**config.mk**
```make
export PLATFORM = sky130hd
export DESIGN_NAME = pbt_par_time
export DESIGN_NICKNAME = d
export VERILOG_FILES = /design/src/pbt_pkg.sv /design/src/pbt_par_time.sv
export SDC_FILE = /design/constraint.sdc
export NUM_CORES = 1
export LEC_CHECK = 0
export BUFFER_PORTS_ARGS = -buffer_cell sky130_fd_sc_hd__buf_2
export CAP_MARGIN = 20
export CORE_ASPECT_RATIO = 1.75
export CORE_MARGIN = 3
export CORE_UTILIZATION = 54
export CTS_CLUSTER_SIZE = 25
export DETAILED_ROUTE_END_ITERATION = 10
export PLACE_DENSITY = 0.9
export SLEW_MARGIN = 10
export SYNTH_ARGS = -nofsm -noshare
export SYNTH_HDL_FRONTEND = slang
export SYNTH_SLANG_ARGS = --single-unit
```
**constraint.sdc**
```tcl
create_clock -name sys_clk_i -period 8.04 [get_ports sys_clk_i]
set_clock_uncertainty 0.15 [all_clocks]
set_input_delay 1.206 -clock sys_clk_i [delete_from_list [all_inputs] [get_ports sys_clk_i]]
set_output_delay 1.206 -clock sys_clk_i [all_outputs]
set_load 0.01 [all_outputs]
```
**src/pbt_pkg.sv**
```systemverilog
// pbt_pkg: constants and types of the parallel bcd time output unit.
// assumes a 50 MHz system clock and a 32-bit avalon-mm register bus.
package pbt_pkg;

    localparam int CLK_PERIOD_NS  = 20;
    localparam int MS_NS          = 1000000;
    localparam int CYC_PER_MS     = (MS_NS + CLK_PERIOD_NS - 1) / CLK_PERIOD_NS;
    localparam int PPS_HIGH_MS    = 10;
    localparam int MS_PER_SEC     = 1000;

    localparam int PAR_W          = 48;
    localparam int TIME_W         = 42;
    localparam int MAIN_W         = 44;
    localparam int AUX_N          = 4;
    localparam int ANA_N          = 2;
    localparam int DIG_SRC_N      = 18;
    localparam int DSEL_W         = 5;

    // register byte offsets
    localparam logic [4:0] REG_CTRL    = 5'h00;
    localparam logic [4:0] REG_DSEL    = 5'h04;
    localparam logic [4:0] REG_ASEL    = 5'h08;
    localparam logic [4:0] REG_STATUS  = 5'h0c;
    localparam logic [4:0] REG_TIME_LO = 5'h10;
    localparam logic [4:0] REG_TIME_HI = 5'h14;
    localparam logic [4:0] REG_DATA_LO = 5'h18;
    localparam logic [4:0] REG_DATA_HI = 5'h1c;

    localparam logic [31:0] CTRL_RST   = 32'h0000_0000;
    localparam logic [31:0] DSEL_RST   = 32'h0000_0000;
    localparam logic [31:0] UNMAPPED_RD = 32'h0000_0000;

    // serial wiring modes
    localparam logic [1:0] SER_NONE = 2'h0;
    localparam logic [1:0] SER_TWO  = 2'h1;
    localparam logic [1:0] SER_FOUR = 2'h2;

    // shared pin indices
    localparam int PIN_RTS = 0;
    localparam int PIN_CTS = 1;
    localparam int PIN_TXD = 2;
    localparam int PIN_RXD = 3;

    typedef struct packed {
        logic [1:0] day_h;
        logic [3:0] day_t;
        logic [3:0] day_u;
        logic [1:0] hr_t;
        logic [3:0] hr_u;
        logic [2:0] min_t;
        logic [3:0] min_u;
        logic [2:0] sec_t;
        logic [3:0] sec_u;
    } pbt_sec_t;

    typedef struct packed {
        pbt_sec_t   sec;
        logic [11:0] ms;
    } pbt_time_t;

    typedef struct packed {
        logic [ANA_N-1:0] ana_en;
        logic [AUX_N-1:0] dig_en;
        logic [1:0]       ser_mode;
        logic             tz_local;
        logic             data_mode;
    } pbt_ctrl_t;

endpackage : pbt_pkg

```
**src/pbt_par_time.sv**
```systemverilog
// pbt_par_time: parallel bcd time bus, 1 pps and 1 kpps outputs and the
// four shared auxiliary pins, with an avalon-mm register slave.
// assumes the clock core hands over the bcd time of the coming second in
// both zones, on this clock, and that sat_pps_i is an asynchronous pin.
//
// Function
// - time mode shows bcd time of year down to single milliseconds.
// - data mode drives a factory fixed word of up to 48 bits.
// - one pulse per second, 10 ms high, rising on reference edge.
// - 1 kHz square wave, rising edges aligned to the reference edge.
// - four digital aux outputs, each selecting one of eighteen sources.
// - two analog aux outputs, each selecting one of two sources.
// - four shared pins never driven by two functions at once.
// - any digital aux enabled on a pin not taken by serial or analog withdraws four bits from the parallel bus.
// - each analog output replaces one digital output and one data bit.
// - two or four wire serial takes that many shared lines.
// - time bus is 42 bits with fixed decimal digit weights.
// - time shown is universal or local per the zone selection.
// - millisecond bit rises within 100 ns of the pps output edge.
module pbt_par_time
    import pbt_pkg::*;
#(
    parameter int            MS_CYCLES = CYC_PER_MS,
    parameter logic [47:0]   DATA_WORD = 48'h0000_0000_0000
)(
    input  wire logic                 sys_clk_i,
    input  wire logic                 sys_rst_i,
    input  wire logic                 clk_en_i,
    input  wire logic                 sat_pps_i,
    input  wire pbt_sec_t             utc_sec_i,
    input  wire pbt_sec_t             local_sec_i,
    input  wire logic [DIG_SRC_N-1:0] dig_src_i,
    input  wire logic                 ser_txd_i,
    input  wire logic                 ser_rts_i,
    output logic                      ser_rxd_o,
    output logic                      ser_cts_o,
    input  wire logic [4:0]           avs_address_i,
    input  wire logic                 avs_read_i,
    input  wire logic                 avs_write_i,
    input  wire logic [31:0]          avs_writedata_i,
    input  wire logic [3:0]           avs_byteenable_i,
    output logic [31:0]               avs_readdata_o,
    output logic                      avs_waitrequest_o,
    output logic [MAIN_W-1:0]         par_o,
    input  wire logic [AUX_N-1:0]     aux_pin_i,
    output logic [AUX_N-1:0]          aux_pin_o,
    output logic [AUX_N-1:0]          aux_pin_oe_o,
    output logic [ANA_N-1:0]          ana_en_o,
    output logic [ANA_N-1:0]          ana_sel_o,
    output logic                      pps_o,
    output logic                      kpps_o
);

    localparam int SUB_W = $clog2(MS_CYCLES + 1);
    localparam logic [SUB_W-1:0] SUB_LAST = SUB_W'(MS_CYCLES - 1);
    localparam logic [SUB_W-1:0] SUB_HALF = SUB_W'(MS_CYCLES / 2);
    localparam logic [11:0] MS_LAST  = 12'h999;
    localparam logic [11:0] MS_PPS   = 12'h010;

    // bcd increment of a three digit millisecond field
    function automatic logic [11:0] bcd3_inc(input logic [11:0] v);
        logic [11:0] r;
        r = v;
        if (v[3:0] != 4'h9) begin
            r[3:0] = v[3:0] + 4'h1;
        end else begin
            r[3:0] = 4'h0;
            if (v[7:4] != 4'h9) begin
                r[7:4] = v[7:4] + 4'h1;
            end else begin
                r[7:4] = 4'h0;
                r[11:8] = (v[11:8] == 4'h9) ? 4'h0 : v[11:8] + 4'h1;
            end
        end
        return r;
    endfunction : bcd3_inc

    ////////////////////////////////////////////////////////////////////////
    // pin synchronisers

    logic [2:0]       pps_sync;
    logic [AUX_N-1:0] pin_meta;
    logic [AUX_N-1:0] pin_sync;
    logic             pps_rise;

    always_ff @(posedge sys_clk_i or posedge sys_rst_i) begin
        if (sys_rst_i) begin
            pps_sync <= 3'h0;
            pin_meta <= 4'h0;
            pin_sync <= 4'h0;
        end else if (clk_en_i) begin
            pps_sync <= {pps_sync[1:0], sat_pps_i};
            pin_meta <= aux_pin_i;
            pin_sync <= pin_meta;
        end
    end

    assign pps_rise = pps_sync[1] & ~pps_sync[2];

    ////////////////////////////////////////////////////////////////////////
    // registers and avalon slave

    pbt_ctrl_t             ctrl;
    logic [AUX_N*DSEL_W-1:0] dsel;
    logic [ANA_N-1:0]      asel;
    logic                  ref_seen;
    logic                  ack;
    logic [31:0]           next_rdata;
    pbt_time_t             cur_time;
    logic [AUX_N-1:0]      pin_taken;

    // single wait cycle, then one acknowledged cycle
    assign avs_waitrequest_o = (avs_read_i | avs_write_i) & ~(ack & clk_en_i);

    always_comb begin
        next_rdata = UNMAPPED_RD;
        unique case (avs_address_i)
            REG_CTRL:    next_rdata = {22'h0, ctrl};
            REG_DSEL:    next_rdata = {12'h0, dsel};
            REG_ASEL:    next_rdata = {30'h0, asel};
            REG_STATUS:  next_rdata = {27'h0, pin_taken, ref_seen};
            REG_TIME_LO: next_rdata = cur_time[31:0];
            REG_TIME_HI: next_rdata = {22'h0, cur_time[41:32]};
            REG_DATA_LO: next_rdata = DATA_WORD[31:0];
            REG_DATA_HI: next_rdata = {16'h0, DATA_WORD[47:32]};
            default:     next_rdata = UNMAPPED_RD;
        endcase
    end

    always_ff @(posedge sys_clk_i or posedge sys_rst_i) begin
        if (sys_rst_i) begin
            ack            <= 1'b0;
            avs_readdata_o <= 32'h0000_0000;
        end else if (clk_en_i) begin
            ack <= (avs_read_i | avs_write_i) & ~ack;
            if (avs_read_i & ~ack) begin
                avs_readdata_o <= next_rdata;
            end
        end
    end

    always_ff @(posedge sys_clk_i or posedge sys_rst_i) begin
        if (sys_rst_i) begin
            ctrl <= CTRL_RST[9:0];
            dsel <= DSEL_RST[19:0];
            asel <= 2'h0;
        end else if (clk_en_i && avs_write_i && ack) begin
            unique case (avs_address_i)
                REG_CTRL: begin
                    if (avs_byteenable_i[0]) ctrl[7:0] <= avs_writedata_i[7:0];
                    if (avs_byteenable_i[1]) ctrl[9:8] <= avs_writedata_i[9:8];
                end
                REG_DSEL: begin
                    if (avs_byteenable_i[0]) dsel[7:0] <= avs_writedata_i[7:0];
                    if (avs_byteenable_i[1]) dsel[15:8] <= avs_writedata_i[15:8];
                    if (avs_byteenable_i[2]) dsel[19:16] <= avs_writedata_i[19:16];
                end
                REG_ASEL: begin
                    if (avs_byteenable_i[0]) asel <= avs_writedata_i[1:0];
                end
                default: ;
            endcase
        end
    end

    ////////////////////////////////////////////////////////////////////////
    // millisecond timebase locked to the reference

    logic [SUB_W-1:0] sub_cnt;
    logic             ms_tick;

    assign ms_tick = (sub_cnt == SUB_LAST);

    always_ff @(posedge sys_clk_i or posedge sys_rst_i) begin
        if (sys_rst_i) begin
            sub_cnt  <= '0;
            ref_seen <= 1'b0;
        end else if (clk_en_i) begin
            if (pps_rise) begin
                sub_cnt  <= '0;
                ref_seen <= 1'b1;
            end else if (ms_tick) begin
                sub_cnt <= '0;
            end else begin
                sub_cnt <= sub_cnt + SUB_W'(1);
            end
        end
    end

    always_ff @(posedge sys_clk_i or posedge sys_rst_i) begin
        if (sys_rst_i) begin
            kpps_o <= 1'b0;
        end else if (clk_en_i) begin
            kpps_o <= pps_rise | ms_tick | (sub_cnt < SUB_HALF - SUB_W'(1));
        end
    end

    ////////////////////////////////////////////////////////////////////////
    // time of year register

    always_ff @(posedge sys_clk_i or posedge sys_rst_i) begin
        if (sys_rst_i) begin
            cur_time <= '0;
        end else if (clk_en_i) begin
            if (pps_rise) begin
                cur_time.sec <= ctrl.tz_local ? local_sec_i : utc_sec_i;
                cur_time.ms  <= 12'h000;
            end else if (ms_tick) begin
                cur_time.ms <= (cur_time.ms == MS_LAST) ? 12'h000
                                                        : bcd3_inc(cur_time.ms);
            end
        end
    end

    always_ff @(posedge sys_clk_i or posedge sys_rst_i) begin
        if (sys_rst_i) begin
            pps_o <= 1'b0;
        end else if (clk_en_i) begin
            if (pps_rise) begin
                pps_o <= 1'b1;
            end else if (ms_tick && bcd3_inc(cur_time.ms) == MS_PPS) begin
                pps_o <= 1'b0;
            end else if (ms_tick && cur_time.ms == MS_LAST) begin
                pps_o <= 1'b1;
            end
        end
    end

    ////////////////////////////////////////////////////////////////////////
    // parallel bus and shared pin allocation

    logic [PAR_W-1:0] word;
    logic [AUX_N-1:0] ser_take;
    logic [AUX_N-1:0] ana_take;
    logic [AUX_N-1:0] dig_take;
    logic [AUX_N-1:0] next_pin;
    logic [AUX_N-1:0] next_oe;
    logic             any_dig;

    function automatic logic dig_pick(input logic [DSEL_W-1:0] sel,
                                      input logic [DIG_SRC_N-1:0] src);
        return (sel < DSEL_W'(DIG_SRC_N)) ? src[sel] : 1'b0;
    endfunction : dig_pick

    assign word = ctrl.data_mode ? DATA_WORD
                                 : {{(PAR_W-TIME_W){1'b0}}, cur_time};

    always_comb begin
        ser_take = 4'h0;
        if (ctrl.ser_mode == SER_TWO) begin
            ser_take = 4'hc;
        end else if (ctrl.ser_mode == SER_FOUR) begin
            ser_take = 4'hf;
        end
        ana_take = {2'h0, ctrl.ana_en} & ~ser_take;
        dig_take = ctrl.dig_en & ~ser_take & ~ana_take;
        any_dig  = |dig_take;
    end

    assign pin_taken = ser_take | ana_take | dig_take;

    always_comb begin
        for (int i = 0; i < AUX_N; i++) begin
            next_pin[i] = 1'b0;
            next_oe[i]  = 1'b0;
            if (ser_take[i]) begin
                next_oe[i]  = (i == PIN_TXD) || (i == PIN_RTS);
                next_pin[i] = (i == PIN_TXD) ? ser_txd_i : ser_rts_i;
            end else if (ana_take[i]) begin
                next_pin[i] = 1'b0;
            end else if (dig_take[i]) begin
                next_oe[i]  = 1'b1;
                next_pin[i] = dig_pick(dsel[i*DSEL_W +: DSEL_W], dig_src_i);
            end else if (!any_dig) begin
                next_oe[i]  = 1'b1;
                next_pin[i] = word[MAIN_W+i];
            end
        end
    end

    always_ff @(posedge sys_clk_i or posedge sys_rst_i) begin
        if (sys_rst_i) begin
            par_o        <= '0;
            aux_pin_o    <= 4'h0;
            aux_pin_oe_o <= 4'h0;
        end else if (clk_en_i) begin
            par_o        <= word[MAIN_W-1:0];
            aux_pin_o    <= next_pin;
            aux_pin_oe_o <= next_oe;
        end
    end

    always_ff @(posedge sys_clk_i or posedge sys_rst_i) begin
        if (sys_rst_i) begin
            ana_en_o  <= 2'h0;
            ana_sel_o <= 2'h0;
            ser_rxd_o <= 1'b1;
            ser_cts_o <= 1'b0;
        end else if (clk_en_i) begin
            ana_en_o  <= ana_take[ANA_N-1:0];
            ana_sel_o <= asel;
            ser_rxd_o <= ser_take[PIN_RXD] ? pin_sync[PIN_RXD] : 1'b1;
            ser_cts_o <= ser_take[PIN_CTS] & pin_sync[PIN_CTS];
        end
    end

endmodule : pbt_par_time

```
; After elaboration in Yosys (flattened, before gate mapping)
; Cells that the tools add are included.
; Widths: inputs -> output; s select.
[totals]
out_inout_bits = 93
reg_bits = 195
elab_cells = 158
input_bits = 131
[op_classes]
magnitude_cmp = 9
n_eq_ne = 13
n_bitwise = 19
addsub = 4
muxes = 60
reduce_logical = 18
[op_table]
columns = operator, n
row1 = $pmux 32 s6, 1
row2 = $mux 42, 1
row3 = $mux 1, 37
row4 = $mux 12, 3
row5 = $mux 16, 2
row6 = $mux 4, 8
row7 = $mux 30, 1
row8 = $lt 5x6->1 const B, 4
row9 = $mux 8, 3
row10 = $bmux 1 s5, 4
row11 = $lt 5x5->1 const B, 4
row12 = $reduce_and 3->1, 6
row13 = $add 16x1->16 const B, 1
row14 = $eq 16x16->1 const B, 1
row15 = $lt 16x15->1 const B, 1
row16 = $add 4x1->4 const B, 3
row17 = $eq 12x12->1 const B, 1
row18 = $eq 12x5->1 const B, 1
row19 = $eq 5x4->1 const B, 2
row20 = $eq 5x5->1 const B, 2
row21 = $and 4x4->4, 2
row22 = $ne 4x4->1 const B, 2
row23 = $not 4->4, 2
row24 = $or 4x4->4, 2
row25 = 14 further kinds, 29

; Logic depth before layout (Yosys ltp)
; Gate-level depths: netlist of the first run.
[logic_depth]
depth_word = 12
mapped_depth = 8
depth_no_buf = 7

; Worst setup path before layout of the first run
; OpenSTA, ideal clock, no wires.
[synth_timing]
path_type = input to output
startpoint = input port clk_en_i
endpoint = output port avs_waitrequest_o
path_buffers = 3
required_time_ns = 6.684
slack_ns = 4.482
path_stages = 4
arrival_ns = 2.202
cell_sequence = clkbuf_1 -> buf_1 -> clkbuf_1 -> a21oi_1
[synth_via]
elab_chain_cells = 3
[synth_lines]
columns = item, line
row1 = from (decl), pbt_par_time.sv:28  ; input wire logic clk_en_i,
row2 = $and 1x1->1, pbt_par_time.sv:113  ; assign avs_waitrequest_o = (avs_read_i | avs_write_i) & ~(ack & clk_en_i);
row3 = $not 1->1, pbt_par_time.sv:113
row4 = $and 1x1->1, pbt_par_time.sv:113
row5 = to (decl), pbt_par_time.sv:43  ; output logic avs_waitrequest_o,
; Every way passes these cells.

; Worst setup path in the final report of the first run
; Ends and elaborated chain as after synthesis.

==> impl_metrics.env, run 1 <==
export IMPL_period_share_pct=48.4
export IMPL_path_common_cell="buf_2"
export IMPL_netlist_area_sq_mm=0.00919
export IMPL_use_met1_pct=31.3
export IMPL_fmax_mhz=257
export IMPL_gp_congestion=0.928
export IMPL_drive_gt1_share_pct=28.0
export IMPL_start_kind="input port"
export IMPL_critical_path_slowest_cell="buf_4"
export IMPL_cts_repair_resized=0
export IMPL_whs_endpoint="avs_readdata_o[4]$_DFFE_PP0P_"
export IMPL_cp_top_family="buffers and inverters"
export IMPL_hold_buffers=0
export IMPL_vdd_drop_max_uv=150
export IMPL_cp_arrival_ns=2.54
export IMPL_p_leak_nw=5.08
export IMPL_postCtsSetupRepairBufs=0
export IMPL_globalRouteMet3Util_pct=5.87
export IMPL_endpoint_kind="primary output"
export IMPL_die_y_microns=179
export IMPL_vias_per_cell=6.17
export IMPL_drt_total_wl_microns=25800
export IMPL_p_clk_share_pct=33.0
export IMPL_dp_hpwl_microns=18500
export IMPL_htree_levels=4
export IMPL_required_ns=6.68
export IMPL_initial_core_util_pct=55.6
export IMPL_busiest_layer="met2"
export IMPL_clock_root_buffer="clkbuf_16"
export IMPL_r2r_worst_path_cells=5
export IMPL_setup_viol=0
export IMPL_antenna_found_initial=0
export IMPL_grt_pass1_vias=7641
export IMPL_slew_headroom_pct=31.8
export IMPL_max_stage_delay_ns=0.57
export IMPL_rsz0062_at_grt="false"
export IMPL_synth_seq_cells=189
export IMPL_numCtsBuffers=17
export IMPL_io_pins=224
export IMPL_clock_sinks=189
export IMPL_slew_violations=0
export IMPL_finalWorstSetupSlack_ns=4.15
export IMPL_reg2reg_slack_ns=5.12
export IMPL_r2r_end="cur_time[5]$_DFFE_PP0P_"
export IMPL_p_sw_share_pct=32.6
export IMPL_p_int_mw=1.80
export IMPL_vias=7715
export IMPL_worstSetupPathType="input port to primary output"
export IMPL_yosysSeqAreaShare_pct=51.5
export IMPL_power_density_mw_per_mm2=245
export IMPL_async_flop_share_pct=100
export IMPL_nets=1147
export IMPL_ys_warn_count=0
export IMPL_fin_util_pct=65.8
export IMPL_wl_per_cell_microns=20.6
export IMPL_synth_cell_types=71
export IMPL_cp_max_fo=49
export IMPL_min_period_ns=3.89
export IMPL_synth_edff_count=0
export IMPL_drtAntennaViolNets=0
export IMPL_grt_max_degree=113
export IMPL_overflow=0
export IMPL_worst_pin_slew_ns=1.02
export IMPL_cts_tree="yes"
export IMPL_hold_violations=0
export IMPL_seqPwrFrac_pct=48.5
export IMPL_setup_tns_ns=0
export IMPL_hp_class="flop to flop"
export IMPL_drc=0
export IMPL_power_mw=2.67
export IMPL_num_rows=62
export IMPL_drt_initial_drc_count=620
export IMPL_instances_no_fill=1251
export IMPL_cp_num_buf_inv=3
export IMPL_whs_path_depth=1
export IMPL_cts_buffer_depth=2
export IMPL_ys_flop_type="dfrtp_1"
export IMPL_die_x_microns=105
export IMPL_worstHoldStart="avs_readdata_o[4]$_DFFE_PP0P_"
export IMPL_track_usage_pct=27.9
export IMPL_grt_pass1_wl_microns=40600
export IMPL_power_switching_mw=0.869
export IMPL_timing_rr_start="pps_sync[2]$_DFFE_PP0P_"
export IMPL_synthToLayoutAreaGrowth_pct=18.2
export IMPL_clk_pin_slew_ns=0.07
export IMPL_antenna_cells=0
export IMPL_netlist_instances=849
export IMPL_drt_first_pass_iters=5
export IMPL_portBuffers=206
export IMPL_insertion_delay_ns=0.43
export IMPL_die_area_sq_mm=0.0187
export IMPL_path_cells="buf_2, buf_4, a21oi_1, buf_2"
export IMPL_combPwrFrac_pct=18.5
export IMPL_status="complete, no violations"
export IMPL_synth_avg_cell_area_sq_um=10.8
export IMPL_grtUsageMet2_pct=47.7
export IMPL_coreArea_sq_mm=0.0165
export IMPL_dpl_worst_slack_ns=3.84
export IMPL_cap_violations=0
export IMPL_dpl_cell_count=1219
-- area by class of cell --
type                    count  area (sq um)
clock buffers              17           425
fillers                  1236          5660
multi-input cells         583          4090
repair buffers            212          1080
clock inverters            15           214
inverters                  11          48.8
flip-flops and latches    189          4730
well taps                 224           280
-- power groups by stage --
stage                     Sequential [mW]  Clock, mW  Combinational [mW]
final                                1.29      0.880               0.492
after global routing                 1.31      0.929               0.545
after CTS                            1.29      0.890               0.496
after detailed placement             1.31          0               0.494
after global placement               1.30          0               0.472
after floorplan                      1.27          0               0.309
-- cells in the mapped netlist, types with 3 or more instances --
cell type | count | share of area, %
mux4_2 | 17 | 4.2
mux2_2 | 15 | 1.8
and3_1 | 10 | 0.68
nand2b_1 | 6 | 0.41
nor2b_1 | 6 | 0.41
mux2_1 | 32 | 3.9
buf_2 | 11 | 0.60
dfrtp_1 | 188 | 51
a21oi_1 | 17 | 0.93
a22oi_1 | 20 | 1.6
nand3_1 | 12 | 0.65
a31oi_1 | 10 | 0.68
nand4_1 | 9 | 0.61
o2bb2ai_1 | 39 | 3.7
xnor2_1 | 5 | 0.48
inv_1 | 10 | 0.41
o211ai_1 | 3 | 0.25
o21ai_0 | 43 | 2.3
nor2_1 | 39 | 1.6
mux2i_1 | 38 | 4.1
nor3_1 | 8 | 0.44
clkbuf_1 | 47 | 1.9
or3_1 | 4 | 0.27
nand3b_1 | 3 | 0.25
o31ai_1 | 7 | 0.57
a21o_1 | 7 | 0.57
nand2_1 | 126 | 5.1
o41ai_1 | 3 | 0.29
o21ai_1 | 37 | 2.0
a22o_1 | 13 | 1.2
xor2_1 | 7 | 0.67
a221oi_1 | 3 | 0.29
buf_4 | 3 | 0.25
-- cells by family (layout without fill, tap and decap cells) --
kind of cell	count (synthesis)	after routing	share of synthesized area, %
flip-flops	189	189	51.5
XOR/XNOR	12	12	1.14
adder cells (fa/ha/maj)	2	2	0.272
multiplexers	102	102	14.1
AO/OA/AOI/OAI	222	222	16.5
buffers and inverters	78	255	4.11
AND/OR/NAND/NOR	243	243	12.4
other	1	2	0.0408
-- registers in the layout, summed over array words and instances, names as in the netlist, 2 cells and up --
signal          flops
aux_pin_oe_o        4
sub_cnt            16
asel                2
cur_time           42
pin_sync            2
ana_en_o            2
par_o              42
ana_sel_o           2
pin_meta            2
ctrl               10
avs_readdata_o     32
pps_sync            3
aux_pin_o           4
dsel               20
-- stage by stage --
stage	cell area, sq um	hold slack (ns)
CTS	10900	0.333
global route	10900	0.355
detailed placement	10200	0.315
finish	10900	0.332
floorplan	9190	0.284
global placement	10200	0.300
-- cells in the final DEF, fill, tap and decap left out, types with 7 or more instances in the layout --
cell type / instances
clkbuf_16: 17
nand3_1: 12
a31oi_1: 10
a22oi_1: 20
mux4_2: 17
o21ai_0: 43
xor2_1: 7
inv_1: 9
buf_2: 206
and3_1: 10
nor2_1: 39
a21o_1: 7
a21oi_1: 17
a22o_1: 13
mux2i_1: 38
mux2_1: 32
dfrtp_1: 187
nand2_1: 126
mux2_2: 15
o21ai_1: 36
nor3_1: 8
nand4_1: 9
o31ai_1: 7
o2bb2ai_1: 39
-- worst reg2reg max path, stage by stage, from the launching register on --
cell and delay [ns]:
dfrtp_1 0.39, and2b_4 0.37, nand2_2 0.59, o21ai_2 0.69, nand2_1 0.25, o41ai_1 0.38
-- how the worst max path moves through the flow --
| stage | start | end | slack [ns] | depth (start not counted) |
|---|---|---|---|---|
| detailed placement | clk_en_i | cur_time[5]$_DFFE_PP0P_ | 3.84 | 6 |
| floorplan | sys_rst_i | ack$_DFFE_PP0P_ | 1.54 | 1 |
| finish | clk_en_i | avs_waitrequest_o | 4.15 | 4 |
| global route | clk_en_i | avs_waitrequest_o | 4.03 | 4 |
| CTS | clk_en_i | avs_waitrequest_o | 4.10 | 4 |
| global placement | clk_en_i | cur_time[5]$_DFFE_PP0P_ | 3.93 | 6 |
-- metal layers --
layer	routed length, microns	vias to the layer above
met3	1720	114
met4	1840	0
met1	8940	3768
li1	-	3423
met2	13300	410
met5	0	-
(Power assumes the default switching activity.)
==> inputs of run 2 (changes only) <==
--- a/config.mk
+++ b/config.mk
@@ -5,14 +5,15 @@
 export SDC_FILE = /design/constraint.sdc
 export NUM_CORES = 1
 export LEC_CHECK = 0
+export ABC_AREA = 1
 export BUFFER_PORTS_ARGS = -buffer_cell sky130_fd_sc_hd__buf_2
 export CAP_MARGIN = 20
 export CORE_ASPECT_RATIO = 1.75
 export CORE_MARGIN = 3
-export CORE_UTILIZATION = 54
+export CORE_UTILIZATION = 49
 export CTS_CLUSTER_SIZE = 25
 export DETAILED_ROUTE_END_ITERATION = 10
-export PLACE_DENSITY = 0.9
+export PLACE_DENSITY = 0.86
 export SLEW_MARGIN = 10
 export SYNTH_ARGS = -nofsm -noshare
 export SYNTH_HDL_FRONTEND = slang
==> constraint.sdc (replaced) <==
create_clock -name sys_clk_i -period 3.3 [get_ports sys_clk_i]
set_clock_uncertainty 0.15 [all_clocks]
set_input_delay 0.495 -clock sys_clk_i [delete_from_list [all_inputs] [get_ports sys_clk_i]]
set_output_delay 0.495 -clock sys_clk_i [all_outputs]
set_load 0.01 [all_outputs]
==> impl_metrics.env, run 2 <==
export IMPL_async_flop_share_pct=100
export IMPL_hp_class="input port to async pin"
export IMPL_clock_sinks=189
export IMPL_nets=1483
export IMPL_worstSetupPathType="flop to flop"
export IMPL_design_area_sq_mm=0.0111
export IMPL_hold_buffers=0
export IMPL_wl_per_cell_microns=18.1
export IMPL_slew_headroom_pct=45.1
export IMPL_required_ns=3.46
export IMPL_clk_pin_slew_ns=0.08
export IMPL_netlist_top_cells_area="dfrtp_1 51%, nand2_1 13%, o21ai_0 5.9%, nor2_1 4.6%, inv_1 4.4%"
export IMPL_cp_arrival_ns=2.50
export IMPL_period_share_pct=70.8
export IMPL_cts_repair_resized=0
export IMPL_numCtsBuffers=17
export IMPL_drc=0
export IMPL_cts_tree="yes"
export IMPL_synth_common_cells="323 x nand2_1, 188 x dfrtp_1, 113 x nor2_1, 109 x inv_1, 108 x o21ai_0"
export IMPL_setup_tns_ns=0
export IMPL_portBuffers=206
export IMPL_finalWorstSetupSlack_ns=0.964
export IMPL_clock_root_buffer="clkbuf_16"
export IMPL_cp_num_buf_inv=1
export IMPL_track_usage_pct=28.8
export IMPL_status="complete, no violations"
export IMPL_slew_violations=0
export IMPL_cp_max_fo=25
export IMPL_fin_util_pct=60.7
export IMPL_vdd_drop_max_uv=419
export IMPL_die_y_microns=188
export IMPL_drtAntennaViolNets=0
export IMPL_grt_max_degree=62
export IMPL_cap_violations=0
export IMPL_yosysSeqAreaShare_pct=51.2
export IMPL_vias_per_cell=5.60
export IMPL_setup_viol=0
export IMPL_power_mw=6.27
export IMPL_rsz0062_at_grt="false"
export IMPL_synth_seq_cells=189
export IMPL_drive_gt1_share_pct=20.3
export IMPL_start_kind="flop"
export IMPL_synthDominantCellAreaShare_pct=50.9
export IMPL_drt_initial_drc_count=766
export IMPL_gp_congestion=0.981
export IMPL_cts_buffer_depth=2
export IMPL_combPwrFrac_pct=20.3
export IMPL_initial_core_util_pct=50.5
export IMPL_io_pins=224
export IMPL_htree_levels=4
export IMPL_path_cells="ha_1, nand3_1, nor2_1, nand2_1, nand2_2, nand2_2, clkinv_2, nand2_1, o22ai_1"
export IMPL_top_regs="cur_time x42, par_o x42, avs_readdata_o x32"
export IMPL_cp_top_family="simple AND/OR/NAND/NOR gates"
export IMPL_place_area_sq_mm=0.0105
export IMPL_worst_pin_slew_ns=0.822
export IMPL_coreArea_sq_mm=0.0183
export IMPL_grt_pass1_wl_microns=45900
export IMPL_grt_pass1_vias=8890
export IMPL_layout_commonest_cell="nand2_1"
export IMPL_power_density_mw_per_mm2=564
export IMPL_power_switching_mw=2.09
export IMPL_synth_avg_cell_area_sq_um=7.95
export IMPL_endpoint_kind="flop"
export IMPL_drt_total_wl_microns=28900
export IMPL_instances_no_fill=1597
export IMPL_layout_common_cells="323 x nand2_1, 206 x buf_2, 188 x dfrtp_1"
export IMPL_max_stage_delay_ns=0.41
export IMPL_drt_first_pass_iters=6
export IMPL_dp_hpwl_microns=21900
export IMPL_seqPwrFrac_pct=46.3
export IMPL_die_area_sq_mm=0.0206
export IMPL_ys_warn_count=0
export IMPL_synth_cell_types=40
export IMPL_num_rows=65
export IMPL_synth_area_leader_cell="dfrtp_1"
export IMPL_fmax_mhz=428
export IMPL_insertion_delay_ns=0.44
export IMPL_worst_hold_slack_ns=0.0685
export IMPL_dpl_worst_slack_ns=0.878
export IMPL_netlist_instances=1162
export IMPL_p_int_mw=4.18
export IMPL_die_x_microns=110
export IMPL_min_period_ns=2.34
export IMPL_vias=8945
export IMPL_critical_path_slowest_cell="dfrtp_1"
export IMPL_dpl_cell_count=1564
export IMPL_overflow=0
export IMPL_p_leak_nw=5.66
export IMPL_p_clk_share_pct=33.3
export IMPL_netlist_area_sq_mm=0.00924
export IMPL_ys_flop_type="dfrtp_1"
export IMPL_yosysMostFrequentCell="nand2_1"
export IMPL_antenna_found_initial=1
export IMPL_timing_rr_start="sub_cnt[0]$_DFFE_PP0P_"
export IMPL_postCtsSetupRepairBufs=0
export IMPL_synthToLayoutAreaGrowth_pct=20.3
export IMPL_startpoint="sub_cnt[0]$_DFFE_PP0P_"
export IMPL_synth_edff_count=0
export IMPL_hold_violations=0
export IMPL_p_sw_share_pct=33.3
[run 2: cell count changes after synthesis, sizes merged, moves of 17 or more]
| cell | change |
|---|---|
| nand2 | +198 |
| inv | +101 |
| nor2 | +82 |
| nand3 | +54 |
| mux2 | -44 |
| o2bb2ai | -39 |
| o31ai | +39 |
| mux2i | -38 |
| o21ai | +32 |
| a21oi | +22 |
| o22ai | +22 |
| a22oi | -20 |
| mux4 | -17 |
[run 2: cell type report]
cell class | instances | area (sq um)
antenna | 1 | 2.50
multi-input combinational | 806 | 3830
inverter | 114 | 433
clock buffer | 17 | 425
tap | 234 | 293
sequential | 189 | 4730
clock inverter | 14 | 170
timing repair buffer | 222 | 1220
fill | 1651 | 7190
[run 2: final timing paths]
path	to	slack, ns	depth (start not counted)
setup / recovery	cur_time[11]$_DFFE_PP0P_	0.96	9
hold / removal	sub_cnt[2]$_DFFE_PP0P_	0.07	2
setup reg to reg	cur_time[11]$_DFFE_PP0P_	0.96	9
hold reg to reg	par_o[0]$_DFFE_PP0P_	0.30	1
max in group asynchronous	ser_rxd_o$_DFFE_PP1P_	2.19	3
min in group sys_clk_i	pin_meta[3]$_DFFE_PP0P_	0.11	3
[run 2: power by group through the flow]
stage / Sequential (mW) / Combinational (mW) / Clock (mW)
CTS: 2.90 / 1.27 / 2.11
global route: 2.95 / 1.44 / 2.19
floorplan: 2.90 / 0.801 / 0
detailed placement: 2.94 / 1.26 / 0
finish: 2.90 / 1.27 / 2.09
global placement: 2.93 / 1.23 / 0
[run 2: cells by family after synthesis]
| family | Yosys count | synth area share [%] |
|---|---|---|
| DFF | 189 | 51.2 |
| other | 1 | 0.0406 |
| and+or+nand+nor | 545 | 24.4 |
| muxes | 3 | 0.366 |
| buffers and inverters | 168 | 7.40 |
| adders and majority gates | 2 | 0.271 |
| xor gates and xnor gates | 1 | 0.0948 |
| AOI/OAI and AO/OA | 253 | 16.2 |
[run 2: layer usage]
layer  wire [microns]  GRT usage, %  up-vias
li1                 -             -     4206
met1            10300          33.1     4212
met2            14900          48.9      420
met3             1710          4.55      107
met4             1950          17.9        0
met5                0             0        -
